===== config.mk =====
export PLATFORM = sky130hd
export DESIGN_NAME = crbt_timer
export DESIGN_NICKNAME = d
export VERILOG_FILES = /design/src/hw/crbt_pkg.sv /design/src/hw/crbt_timer.sv
export SDC_FILE = /design/constraint.sdc
export NUM_CORES = 1
export LEC_CHECK = 0
export ABC_AREA = 1
export BUFFER_PORTS_ARGS = -buffer_cell sky130_fd_sc_hd__clkbuf_2
export CAP_MARGIN = 20
export CORE_MARGIN = 2
export CORE_UTILIZATION = 50
export DETAILED_ROUTE_END_ITERATION = 6
export PLACE_DENSITY = 0.77
export SLEW_MARGIN = 20
export SYNTH_ARGS = -nofsm -noshare
export SYNTH_HDL_FRONTEND = slang
export SYNTH_SLANG_ARGS = --single-unit

===== constraint.sdc =====
create_clock -name CLK_SYS -period 2.3 [get_ports CLK_SYS]
set_input_delay 0.46 -clock CLK_SYS [delete_from_list [all_inputs] [get_ports CLK_SYS]]
set_output_delay 0.46 -clock CLK_SYS [all_outputs]
set_load 0.03 [all_outputs]

===== src/hw/crbt_pkg.sv =====
// Purpose: Shared constants and types for the capture/reload/baud timer
// Assumes: APB slave with 32-bit data, one word per register
// Notes: Offsets are byte addresses
package crbt_pkg;
	// ************************************************************
	// Register offsets
	// ************************************************************
	localparam logic [7:0] OFF_CTRL = 8'h00;
	localparam logic [7:0] OFF_COUNT_LOW = 8'h04;
	localparam logic [7:0] OFF_COUNT_HIGH = 8'h08;
	localparam logic [7:0] OFF_RELOAD_LOW = 8'h0C;
	localparam logic [7:0] OFF_RELOAD_HIGH = 8'h10;
	localparam logic [7:0] OFF_CLKDIV = 8'h14;
	// ************************************************************
	// Field positions
	// ************************************************************
	localparam int B_CAP_RELOAD = 0;
	localparam int B_SRC = 1;
	localparam int B_RUN = 2;
	localparam int B_EXT_EN = 3;
	localparam int B_TX_BAUD = 4;
	localparam int B_RX_BAUD = 5;
	localparam int B_EXT_FLAG = 6;
	localparam int B_OVF_FLAG = 7;
	localparam int B_CLK_DIV = 5;
	// ************************************************************
	// Reset values and timing
	// ************************************************************
	localparam logic [7:0] CTRL_RESET = 8'h00;
	localparam logic [7:0] CLKDIV_RESET = 8'h00;
	localparam logic [15:0] COUNT_RESET = 16'h0000;
	localparam logic [15:0] COUNT_MAX = 16'hFFFF;
	localparam logic [3:0] DIV12_LAST = 4'hB;
	localparam int SYS_CLK_MHZ = 200;
	// ************************************************************
	// Types
	// ************************************************************
	typedef enum {CRBT_OFF, CRBT_CAPTURE, CRBT_RELOAD, CRBT_BAUD} crbt_mode_t;
	typedef struct packed {
		logic rx_tick;
		logic tx_tick;
		logic adc_trigger;
		logic irq_req;
	} crbt_evt_t;
endpackage


===== src/hw/crbt_timer.sv =====
// Purpose: Sixteen-bit counter/timer with capture, auto-reload and baud modes
// Assumes: Pins are asynchronous to CLK_SYS; APB master holds requests until PREADY
// Notes: Zero wait states; unmapped reads return zero with PSLVERR low
`timescale 1ns/1ps

// How it works
// - Counter is two writable byte registers forming one 16-bit up-counter.
// - Source bit picks prescaled system clock or falling edges on count pin.
// - With baud bits clear and running, select bit picks capture or reload.
// - Counter only advances while run bit is set; otherwise off.
// - Capture mode: capture-pin falling edge copies count into reload register.
// - Capture/reload mode: rollover from FFFF sets overflow flag, requests interrupt.
// - Capture-pin edges are acted on only when external enable set.
// - Auto-reload mode: overflow loads reload value into counter.
// - Auto-reload mode: enabled capture-pin edge also loads reload value.
// - Either baud bit selects baud mode, reloading on overflow, ignoring select.
// - Baud mode overflow sets no flag; it drives UART shift clock.
// - Overflow ticks go to receiver and transmitter independently by bit.
// - Baud mode internal timebase is system clock divided by two only.
// - Baud mode with source bit set counts every second external count pin edge.
// - Baud mode enabled capture-pin edge sets external-edge flag, interrupt.
// - Timer event output serves as ADC conversion-start trigger.
// - Divide bit 0 gives system clock/12, 1 undivided; ignored otherwise.
module crbt_timer
(
	input wire logic CLK_SYS,
	input wire logic RESET,
	input wire logic PSEL,
	input wire logic PENABLE,
	input wire logic PWRITE,
	input wire logic [7:0] PADDR,
	input wire logic [31:0] PWDATA,
	input wire logic [3:0] PSTRB,
	output logic [31:0] PRDATA,
	output logic PREADY,
	output logic PSLVERR,
	input wire logic EXT_COUNT_PIN,
	input wire logic EXT_CAPTURE_PIN,
	output crbt_pkg::crbt_evt_t EVENTS
);
	// ************************************************************
	// Pin synchronisers and edge detection
	// ************************************************************
	logic cnt_fall;
	logic cap_fall;
	logic pin_half_r;

	// Pins idle high; each falling edge gives one single-cycle event
	crbt_edge_sync #(.IDLE(1'b1)) count_edge_inst
	(
		.clk(CLK_SYS),
		.rst(RESET),
		.pin(EXT_COUNT_PIN),
		.fall(cnt_fall)
	);

	crbt_edge_sync #(.IDLE(1'b1)) capture_edge_inst
	(
		.clk(CLK_SYS),
		.rst(RESET),
		.pin(EXT_CAPTURE_PIN),
		.fall(cap_fall)
	);

	// ************************************************************
	// Registers and APB decode
	// ************************************************************
	logic [7:0] ctrl_r;
	logic [7:0] clkdiv_r;
	logic [15:0] count_r;
	logic [15:0] count_nxt;
	logic [15:0] reload_r;
	logic [15:0] reload_nxt;
	logic [3:0] div12_r;
	logic div2_r;
	logic ovf_set;
	logic ext_set;

	// Writes act only with the low byte lane enabled
	wire wr = PSEL && PENABLE && PWRITE && PSTRB[0];
	wire sel_ctrl = (PADDR == crbt_pkg::OFF_CTRL);
	wire sel_cl = (PADDR == crbt_pkg::OFF_COUNT_LOW);
	wire sel_ch = (PADDR == crbt_pkg::OFF_COUNT_HIGH);
	wire sel_rl = (PADDR == crbt_pkg::OFF_RELOAD_LOW);
	wire sel_rh = (PADDR == crbt_pkg::OFF_RELOAD_HIGH);
	wire sel_div = (PADDR == crbt_pkg::OFF_CLKDIV);
	wire wr_ctrl = wr && sel_ctrl;
	wire wr_cl = wr && sel_cl;
	wire wr_ch = wr && sel_ch;
	wire wr_rl = wr && sel_rl;
	wire wr_rh = wr && sel_rh;
	wire wr_div = wr && sel_div;

	// Unmapped offsets read as zero
	wire [7:0] rd_byte =
		sel_ctrl ? ctrl_r :
		sel_cl ? count_r[7:0] :
		sel_ch ? count_r[15:8] :
		sel_rl ? reload_r[7:0] :
		sel_rh ? reload_r[15:8] :
		sel_div ? (clkdiv_r & 8'h20) : 8'h00;

	// Only the low byte of each word carries data
	// Zero wait states: every access ends in its first access cycle
	assign PRDATA = {24'h000000, rd_byte};
	assign PREADY = 1'b1;
	assign PSLVERR = 1'b0;

	// ************************************************************
	// Mode decode
	// ************************************************************
	wire run = ctrl_r[crbt_pkg::B_RUN];
	wire baud_rx = ctrl_r[crbt_pkg::B_RX_BAUD];
	wire baud_tx = ctrl_r[crbt_pkg::B_TX_BAUD];
	wire ext_src = ctrl_r[crbt_pkg::B_SRC];
	wire ext_en = ctrl_r[crbt_pkg::B_EXT_EN];
	wire baud_any = baud_rx || baud_tx;
	wire cap_sel = ctrl_r[crbt_pkg::B_CAP_RELOAD];
	crbt_pkg::crbt_mode_t mode;

	// Run bit off overrides every other selection
	// Baud modes ignore the capture/reload select
	always_comb
	begin
		if (!run)
			mode = crbt_pkg::CRBT_OFF;
		else if (baud_any)
			mode = crbt_pkg::CRBT_BAUD;
		else if (cap_sel)
			mode = crbt_pkg::CRBT_CAPTURE;
		else
			mode = crbt_pkg::CRBT_RELOAD;
	end

	wire is_baud = (mode == crbt_pkg::CRBT_BAUD);
	wire ext_pair = is_baud && ext_src;

	// ************************************************************
	// Timebase
	// ************************************************************
	wire tick12 = (div12_r == crbt_pkg::DIV12_LAST);
	wire fast_tick = clkdiv_r[crbt_pkg::B_CLK_DIV] ? 1'b1 : tick12;
	wire int_tick = is_baud ? div2_r : fast_tick;
	// Pin edges are halved in baud mode, like the internal divide by two
	wire ext_tick = ext_pair ? (cnt_fall && pin_half_r) : cnt_fall;
	wire tick = (mode != crbt_pkg::CRBT_OFF) && (ext_src ? ext_tick : int_tick);
	wire ovf = tick && (count_r == crbt_pkg::COUNT_MAX);
	wire ext_evt = ext_en && cap_fall;

	wire [15:0] count_inc = count_r + 16'h0001;
	wire reload_hit = ovf || ext_evt;

	// Prescalers free-run so that a mode change never waits on them
	// Pin edge halving restarts whenever baud counting from the pin stops
	always_ff @(posedge CLK_SYS)
	begin
		if (RESET)
		begin
			div12_r <= 4'h0;
			div2_r <= 1'b0;
			pin_half_r <= 1'b0;
		end
		else
		begin
			div12_r <= tick12 ? 4'h0 : div12_r + 4'h1;
			div2_r <= ~div2_r;
			if (!ext_pair)
				pin_half_r <= 1'b0;
			else if (cnt_fall)
				pin_half_r <= ~pin_half_r;
		end
	end

	// ************************************************************
	// Counter, reload and flags
	// ************************************************************
	always_comb
	begin
		count_nxt = count_r;
		reload_nxt = reload_r;
		ovf_set = 1'b0;
		ext_set = 1'b0;
		if (wr_cl)
			count_nxt[7:0] = PWDATA[7:0];
		if (wr_ch)
			count_nxt[15:8] = PWDATA[7:0];
		if (wr_rl)
			reload_nxt[7:0] = PWDATA[7:0];
		if (wr_rh)
			reload_nxt[15:8] = PWDATA[7:0];
		// Hardware count update wins over a software write in the same cycle
		case (mode)
			crbt_pkg::CRBT_CAPTURE:
			begin
				if (tick)
					count_nxt = count_inc;
				if (ovf)
					ovf_set = 1'b1;
				if (ext_evt)
				begin
					reload_nxt = count_r;
					ext_set = 1'b1;
				end
			end
			crbt_pkg::CRBT_RELOAD:
			begin
				if (reload_hit)
					count_nxt = reload_r;
				else if (tick)
					count_nxt = count_inc;
				ovf_set = ovf;
				ext_set = ext_evt;
			end
			crbt_pkg::CRBT_BAUD:
			begin
				if (ovf)
					count_nxt = reload_r;
				else if (tick)
					count_nxt = count_inc;
				ext_set = ext_evt;
			end
			crbt_pkg::CRBT_OFF:
			begin
			end
			default:
			begin
			end
		endcase
	end

	// ************************************************************
	// Control register and flags
	// ************************************************************
	// Control holds the two flags in its top bits
	logic [7:0] flag_set;

	always_comb
	begin
		flag_set = 8'h00;
		flag_set[crbt_pkg::B_OVF_FLAG] = ovf_set;
		flag_set[crbt_pkg::B_EXT_FLAG] = ext_set;
	end

	// Hardware set wins over a software clear in the same cycle
	wire [7:0] ctrl_wr = wr_ctrl ? PWDATA[7:0] : ctrl_r;
	wire [7:0] ctrl_nxt = ctrl_wr | flag_set;
	wire flag_pending = ctrl_nxt[crbt_pkg::B_OVF_FLAG] || ctrl_nxt[crbt_pkg::B_EXT_FLAG];

	always_ff @(posedge CLK_SYS)
	begin
		if (RESET)
		begin
			ctrl_r <= crbt_pkg::CTRL_RESET;
			clkdiv_r <= crbt_pkg::CLKDIV_RESET;
		end
		else
		begin
			ctrl_r <= ctrl_nxt;
			// Only the divide-select bit is kept
			if (wr_div)
				clkdiv_r <= PWDATA[7:0] & 8'h20;
		end
	end

	// Count and reload pairs; bytes are independent, with no latching
	always_ff @(posedge CLK_SYS)
	begin
		if (RESET)
		begin
			count_r <= crbt_pkg::COUNT_RESET;
			reload_r <= crbt_pkg::COUNT_RESET;
		end
		else
		begin
			count_r <= count_nxt;
			reload_r <= reload_nxt;
		end
	end

	// ************************************************************
	// Event outputs
	// ************************************************************
	// Ticks reach the UART side one cycle after the wrap
	crbt_pkg::crbt_evt_t evt_nxt;

	always_comb
	begin
		evt_nxt.rx_tick = is_baud && baud_rx && ovf;
		evt_nxt.tx_tick = is_baud && baud_tx && ovf;
		evt_nxt.adc_trigger = ovf;
		evt_nxt.irq_req = flag_pending;
	end

	always_ff @(posedge CLK_SYS)
	begin
		if (RESET)
			EVENTS <= '0;
		else
			EVENTS <= evt_nxt;
	end
endmodule

// ************************************************************
// Pin synchroniser with falling-edge detect
// ************************************************************
// Three stages; a change counts once stages two and three agree
module crbt_edge_sync
#(
	parameter logic IDLE = 1'b1
)
(
	input wire logic clk,
	input wire logic rst,
	input wire logic pin,
	output logic fall
);
	logic [2:0] sync_r;
	logic level_r;

	wire agree = (sync_r[1] == sync_r[2]);
	wire settled_low = agree && !sync_r[2];

	// Reset to the idle level so that no false edge follows reset
	always_ff @(posedge clk)
	begin
		if (rst)
		begin
			sync_r <= {3{IDLE}};
			level_r <= IDLE;
		end
		else
		begin
			sync_r <= {sync_r[1:0], pin};
			if (agree)
				level_r <= sync_r[2];
		end
	end

	assign fall = settled_low && level_r;
endmodule


-- Word level (Yosys, flattened, before mapping)
Cells that the tools add are included.
W data, S select, Z words.
- bits in registers: 59
- input bits: 51
- output and inout port bits: 38
- logic and storage cells: 94
- add/sub/neg operators: 2
- equal/unequal tests: 13
- muxes and demuxes: 28
- bitwise logic cells: 4
- reductions and logical operators: 32
- operators with widths (operator ; number):
    $mux W16 ; 5
    $mux W8 ; 10
    $eq A32 B2 Y1 const B ; 2
    $pmux W16 S3 ; 1
    $eq A32 B1 Y1 const B ; 1
    $eq A32 B3 Y1 const B ; 1
    $mux W32 ; 1
    $reduce_bool A32 Y1 ; 1
    $logic_and A1 B1 Y1 ; 22
    $add A16 B1 Y16 const B ; 1
    $eq A16 B16 Y1 const B ; 1
    $eq A8 B4 Y1 const B ; 2
    $eq A8 B5 Y1 const B ; 2
    $eq A8 B3 Y1 const B ; 1
    $logic_not A8 Y1 ; 1
    $or A8 B8 Y8 ; 1
    $mux W1 ; 6
    $mux W6 ; 1
    $reduce_or A2 Y1 ; 3
    $add A4 B1 Y4 const B ; 1
    $eq A4 B4 Y1 const B ; 1
    $mux W2 ; 2
    $pmux W1 S2 ; 2
    $logic_or A1 B1 Y1 ; 3
    3 further kinds ; 7

-- Logic depth before layout (Yosys ltp)
- depth after elaboration: 13
- mapped depth: 17
- mapped depth without buffers: 17

-- Modules after synthesis
From an unflattened synthesis, not the netlist that was laid out.
- cells, all modules: 683
- area total of the unflattened synthesis: 4220.3 µm²
- by module, submodules not included (module ; times used ; cells an instance ; area each (µm²) ; sequential area each (µm²)):
    crbt_timer ; 1 ; 649 ; 3932.5 ; 1021.0
    crbt_edge_sync ; 2 ; 17 ; 143.9 ; 80.1

-- Least setup slack after synthesis
Ideal clock, no wire load.
- kind: flip-flop to flip-flop
- start point: register ctrl_r[4]
- end point: register count_r[4]
- setup time: 0.117 ns
- arrival: 2.113 ns
- required time: 2.183 ns
- setup slack: 0.070 ns
- stages on the path, launching flop included: 17
- path buffers: 1
- period minus slack after synthesis: 2.230 ns
- cell sequence: dfxtp_1 -> inv_1 -> nand2_1 -> o21ai_0 -> inv_1 -> ha_1 -> nand2_1 -> nand2_1 -> a21oi_4 -> nand2_2 -> inv_2 -> buf_4 -> nand2_1 -> o21ai_1 -> nor2_1 -> nor2_1 -> nor2_1
- cells in the longest elaborated chain, start to end: 12
- elaborated cells on any way between the ends: 19
- ends and longest elaborated chain (what ; RTL line ; source):
    start, declared ; crbt_timer.sv:68 ; logic [7:0] ctrl_r;
    start signal, assigned ; crbt_timer.sv:253 ; ctrl_r <= crbt_pkg::CTRL_RESET;
    start signal, assigned ; crbt_timer.sv:258 ; ctrl_r <= ctrl_nxt;
    $logic_or A1 B1 Y1 * ; crbt_timer.sv:117 ; wire baud_any = baud_rx || baud_tx;
    $mux W2 * ; crbt_timer.sv:127 ; else if (baud_any)
    $mux W32 * ; crbt_timer.sv:125 ; if (!run)
    $eq A32 B3 Y1 ; crbt_timer.sv:135 ; wire is_baud = (mode == crbt_pkg::CRBT_BAUD);
    $logic_and A1 B1 Y1 ; crbt_timer.sv:136 ; wire ext_pair = is_baud && ext_src;
    $mux W1 ; crbt_timer.sv:145 ; wire ext_tick = ext_pair ? (cnt_fall && pin_half_r) : cnt_fall;
    $mux W1 ; crbt_timer.sv:146 ; wire tick = (mode != crbt_pkg::CRBT_OFF) && (ext_src ? ext_tick : int_tick);
    $logic_and A1 B1 Y1 ; crbt_timer.sv:146 ;
    $logic_and A1 B1 Y1 ; crbt_timer.sv:147 ; wire ovf = tick && (count_r == crbt_pkg::COUNT_MAX);
    $logic_or A1 B1 Y1 ; crbt_timer.sv:151 ; wire reload_hit = ovf || ext_evt;
    $mux W16 ; crbt_timer.sv:207 ; if (reload_hit)
    $pmux W16 S3 * ; crbt_timer.sv:192 ; case (mode)
    end signal, assigned ; crbt_timer.sv:270 ; count_r <= crbt_pkg::COUNT_RESET;
    end signal, assigned ; crbt_timer.sv:275 ; count_r <= count_nxt;
    end, declared ; crbt_timer.sv:70 ; logic [15:0] count_r;
Mark *: on every way between the ends. The rest lies on a longest branch, timed or not.
A chain may end at the register's enable or synchronous reset.

-- Worst setup path after layout
- start point: input PADDR[7]
- end point: output PRDATA[4]
- cells in the longest elaborated chain, start to end: 6
- elaborated cells on any way between the ends: 10
- ends and longest elaborated chain (what ; RTL line ; source):
    start, declared ; crbt_timer.sv:31 ; input wire logic [7:0] PADDR,
    $eq A8 B5 Y1 ; crbt_timer.sv:85 ; wire sel_rh = (PADDR == crbt_pkg::OFF_RELOAD_HIGH);
    $mux W8 ; crbt_timer.sv:100 ; sel_rh ? reload_r[15:8] :
    $mux W8 ; crbt_timer.sv:99 ; sel_rl ? reload_r[7:0] :
    $mux W8 ; crbt_timer.sv:98 ; sel_ch ? count_r[15:8] :
    $mux W8 ; crbt_timer.sv:97 ; sel_cl ? count_r[7:0] :
    $mux W8 * ; crbt_timer.sv:96 ; sel_ctrl ? ctrl_r :
    end, declared ; crbt_timer.sv:34 ; output logic [31:0] PRDATA,
Marks and branches as above.

==> flow_metrics.py <==
metrics = {
    "die": {
        "die_y_um": 96.4,
        "initial_utilization": 0.517,
        "num_io_pins": 89,
        "placeableCoreArea_um2": 8260,
        "rows": 33,
        "die_area_um2": 9290,
        "die_x_um": 96.4,
    },
    "detailed_routing": {
        "ant_nets": 0,
        "dr.pass1.iters": 5,
        "totalWireLength_um": 12700,
        "drc": 0,
        "vias_per_cell": 5.47,
        "routedWlPerCell_um": 15.5,
        "dr_total_vias": 4484,
        "initialDrtViolationCount": 439,
    },
    "critical_path": {
        "arrival_ns": 1.77,
        "critPathCaptureType": "primary output",
        "r2r_cells": 15,
        "slowest_stage": "nor4_4",
        "rrSetupSlack_ns": 0.18,
        "endpoint": "PRDATA[4]",
        "cp_cell_sequence": "clkbuf_2, nor2_4, inv_2, nor4_4, buf_12, nand2_1, nand2_1, a21oi_1, o221ai_1, clkbuf_2",
        "reg2reg_to": "count_r[15]",
        "critical_path_class": "in2out",
        "cp_slowest_stage_delay_ns": 0.26,
        "path_max_fanout": 9,
        "crit_start": "PADDR[7]",
        "r2r_start": "ctrl_r[5]",
        "start_kind": "primary input",
        "crit_required_ns": 1.84,
    },
    "synth": {
        "yosysMostFrequentCell": "nand2_1",
        "synth_edf_count": 0,
        "synth_top_area_frac": 0.277,
        "synth_warnings": 0,
        "synthArstFlopShare": 0,
        "ys_seq_area_frac": 0.277,
        "synthFlopType": "dfxtp_1",
        "ys_seq_elements": 59,
        "yosys.area.top_type": "dfxtp_1",
        "synth_cell_types": 40,
        "postSynthAreaPerCell_um2": 6.47,
        "syn_area_um2": 4270,
        "synthCells": 660,
        "synth_common_cells": "168 x nand2_1, 93 x inv_1, 59 x dfxtp_1",
        "synth.top_cells.by_area": "dfxtp_1 28%, nand2_1 15%, inv_1 8.2%",
    },
    "sta": {
        "period_needed_ns": 2.23,
        "maxSlewViolCount": 0,
        "finalSetupViolCount": 0,
        "rsz0062_at_grt": "false",
        "period_share": 0.970,
        "tightest_slew_ns": 0.815,
        "hold_viol_final": 0,
        "fin_tns_setup_ns": 0,
        "fmax_mhz": 448,
        "relSlewSlack": 0.456,
        "fin_skew_ns": 0.00850,
    },
    "clock_network": {
        "clockBufferDepth": 2,
        "cts_buffers": 9,
        "worstSkewPairLatency_ns": 0.34,
        "cts_tree": "yes",
        "root_buffer": "clkbuf_8",
        "clk_pin_slew_worst_paths_ns": 0.07,
        "cts_hold_buf": 0,
        "h-tree-depth": 3,
        "clock_sinks": 59,
    },
    "grt": {
        "grt_pass1_wl_um": 19500,
        "grt.overflow.total": 0,
        "grt_pass1_vias": 3947,
        "grt_start_max_net_pins": 34,
        "grt_use_total": 0.280,
        "antenna_found_initial": 0,
    },
    "final_layout": {
        "fin_util": 0.584,
        "num-fill-cells": 792,
        "stdcell_area_um2": 4820,
        "antenna_cells": 0,
        "layout-drive-gt1-share": 0.204,
        "area_growth_syn_to_layout_pct": 12.9,
        "layout.cells.non_filler": 819,
        "final_nets": 770,
    },
    "outcome": {
        "status": "completed",
    },
    "power_and_ir_drop": {
        "p_per_area_nw_per_um2": 455,
        "ir_worst_vdd_mv": 0.384,
        "total_power_mw": 2.19,
        "p_leak_nw": 2.43,
    },
    "place": {
        "io_buffer_count": 35,
        "hpwl_um": 9060,
        "place_congestion": 1.02,
        "postPlaceCellArea_um2": 4550,
        "place_inst": 801,
    },
    "hold_path": {
        "hold_class": "in2reg",
    },
    "run": {
        "maxCapViolCount": 0,
    },
}
-- cell type report --
cell class                 count  area, um2  share of cell area
inverter                     104        398              0.0826
tap                          105        131              0.0273
clock buffer                  11        151              0.0314
sequential                    59       1180               0.245
multi-input combinational    472       2480               0.514
timing repair buffer          64        432              0.0896
clock inverter                 4       50.0              0.0104
-- critical path, delay by kind of cell --
kind / cells / cell delay (ns)
buffers and inverters: 4 / 0.61
AO/OA/AOI/OAI: 2 / 0.14
AND/OR/NAND/NOR: 4 / 0.56
-- layer usage --
| metal | vias to the layer above | wire, um | GRT usage |
|---|---|---|---|
| met5 | - | 0 | 0 |
| met4 | 0 | 339 | 0.0927 |
| met3 | 36 | 1220 | 0.0512 |
| met2 | 253 | 5940 | 0.473 |
| met1 | 2049 | 5220 | 0.359 |
| li1 | 2146 | - | - |
-- worst min-delay path by stage --
| stage | start | slack (ns) | to | depth (start not counted) |
|---|---|---|---|---|
| after floorplan | capture_edge_inst.sync_r[0] | 0.39 | capture_edge_inst.sync_r[1] | 1 |
| after CTS | EXT_COUNT_PIN | 0.29 | count_edge_inst.sync_r[0] | 2 |
| after detailed placement | count_edge_inst.sync_r[0] | 0.40 | count_edge_inst.sync_r[1] | 1 |
| final | EXT_CAPTURE_PIN | 0.30 | capture_edge_inst.sync_r[0] | 2 |
| after global placement | count_edge_inst.sync_r[0] | 0.39 | count_edge_inst.sync_r[1] | 1 |
| after global routing | EXT_CAPTURE_PIN | 0.29 | capture_edge_inst.sync_r[0] | 2 |
-- sequential cells by signal (all words and copies together) (netlist names) --
name                       flops
count_r                       16
reload_r                      16
ctrl_r                         8
EVENTS                         4
div12_r                        4
capture_edge_inst.sync_r       3
count_edge_inst.sync_r         3
capture_edge_inst.level_r      1
clkdiv_r                       1
count_edge_inst.level_r        1
div2_r                         1
pin_half_r                     1
-- power by group --
group	switching (mW)	internal, mW	leakage, nW
Sequential	0.00662	1.03	0.478
Combinational	0.130	0.0409	1.86
Clock	0.432	0.552	0.0974
-- cell usage in the layout (no fill, tap or decap), types with 2 or more instances in the layout --
cell type and n:
ha_1 8, nand2_1 168, o21ai_0 33, buf_4 28, o21ai_1 27, nand2_4 4, conb_1 26, nor2_4 7
buf_12 2, nand4_1 5, nor3_1 3, inv_1 92, nor4_1 2, o21ai_2 6, dfxtp_1 59, inv_2 9
clkbuf_8 11, clkbuf_4 2, o221ai_1 4, clkinvlp_4 2, nand3_4 2, or2_2 6, nand2_2 8, clkbuf_2 31
xor2_1 4, a21oi_1 41, nand3_2 13, nand3_1 53, o211ai_1 2, nor2_1 37
-- stage by stage --
stage	setup slack [ns]	hold slack (ns)
floorplan	0.0701	0.389
global placement	0.0845	0.395
CTS	0.0310	0.290
global route	0.00791	0.294
finish	0.0701	0.299
detailed placement	0.0154	0.397
-- cells by family (layout without fill, tap and decap cells) --
group,Yosys count,count (layout),synth area share
DFF,59,59,0.277
buffers and inverters,153,183,0.171
adders and majority gates,9,9,0.0264
AOI/OAI and AO/OA,118,118,0.152
and+or+nand+nor,314,314,0.362
other,2,26,0.00176
xor gates and xnor gates,5,5,0.0103
-- timing repair --
item                                    in CTS  in global routing
resized for setup                            1                 23
hold endpoints to repair                     0                  0
pin swaps                                    0                  1
setup buffers                                0                  3
endpoints found under the setup margin       1                 23
No activity file was read; power rests on OpenSTA's default activity.
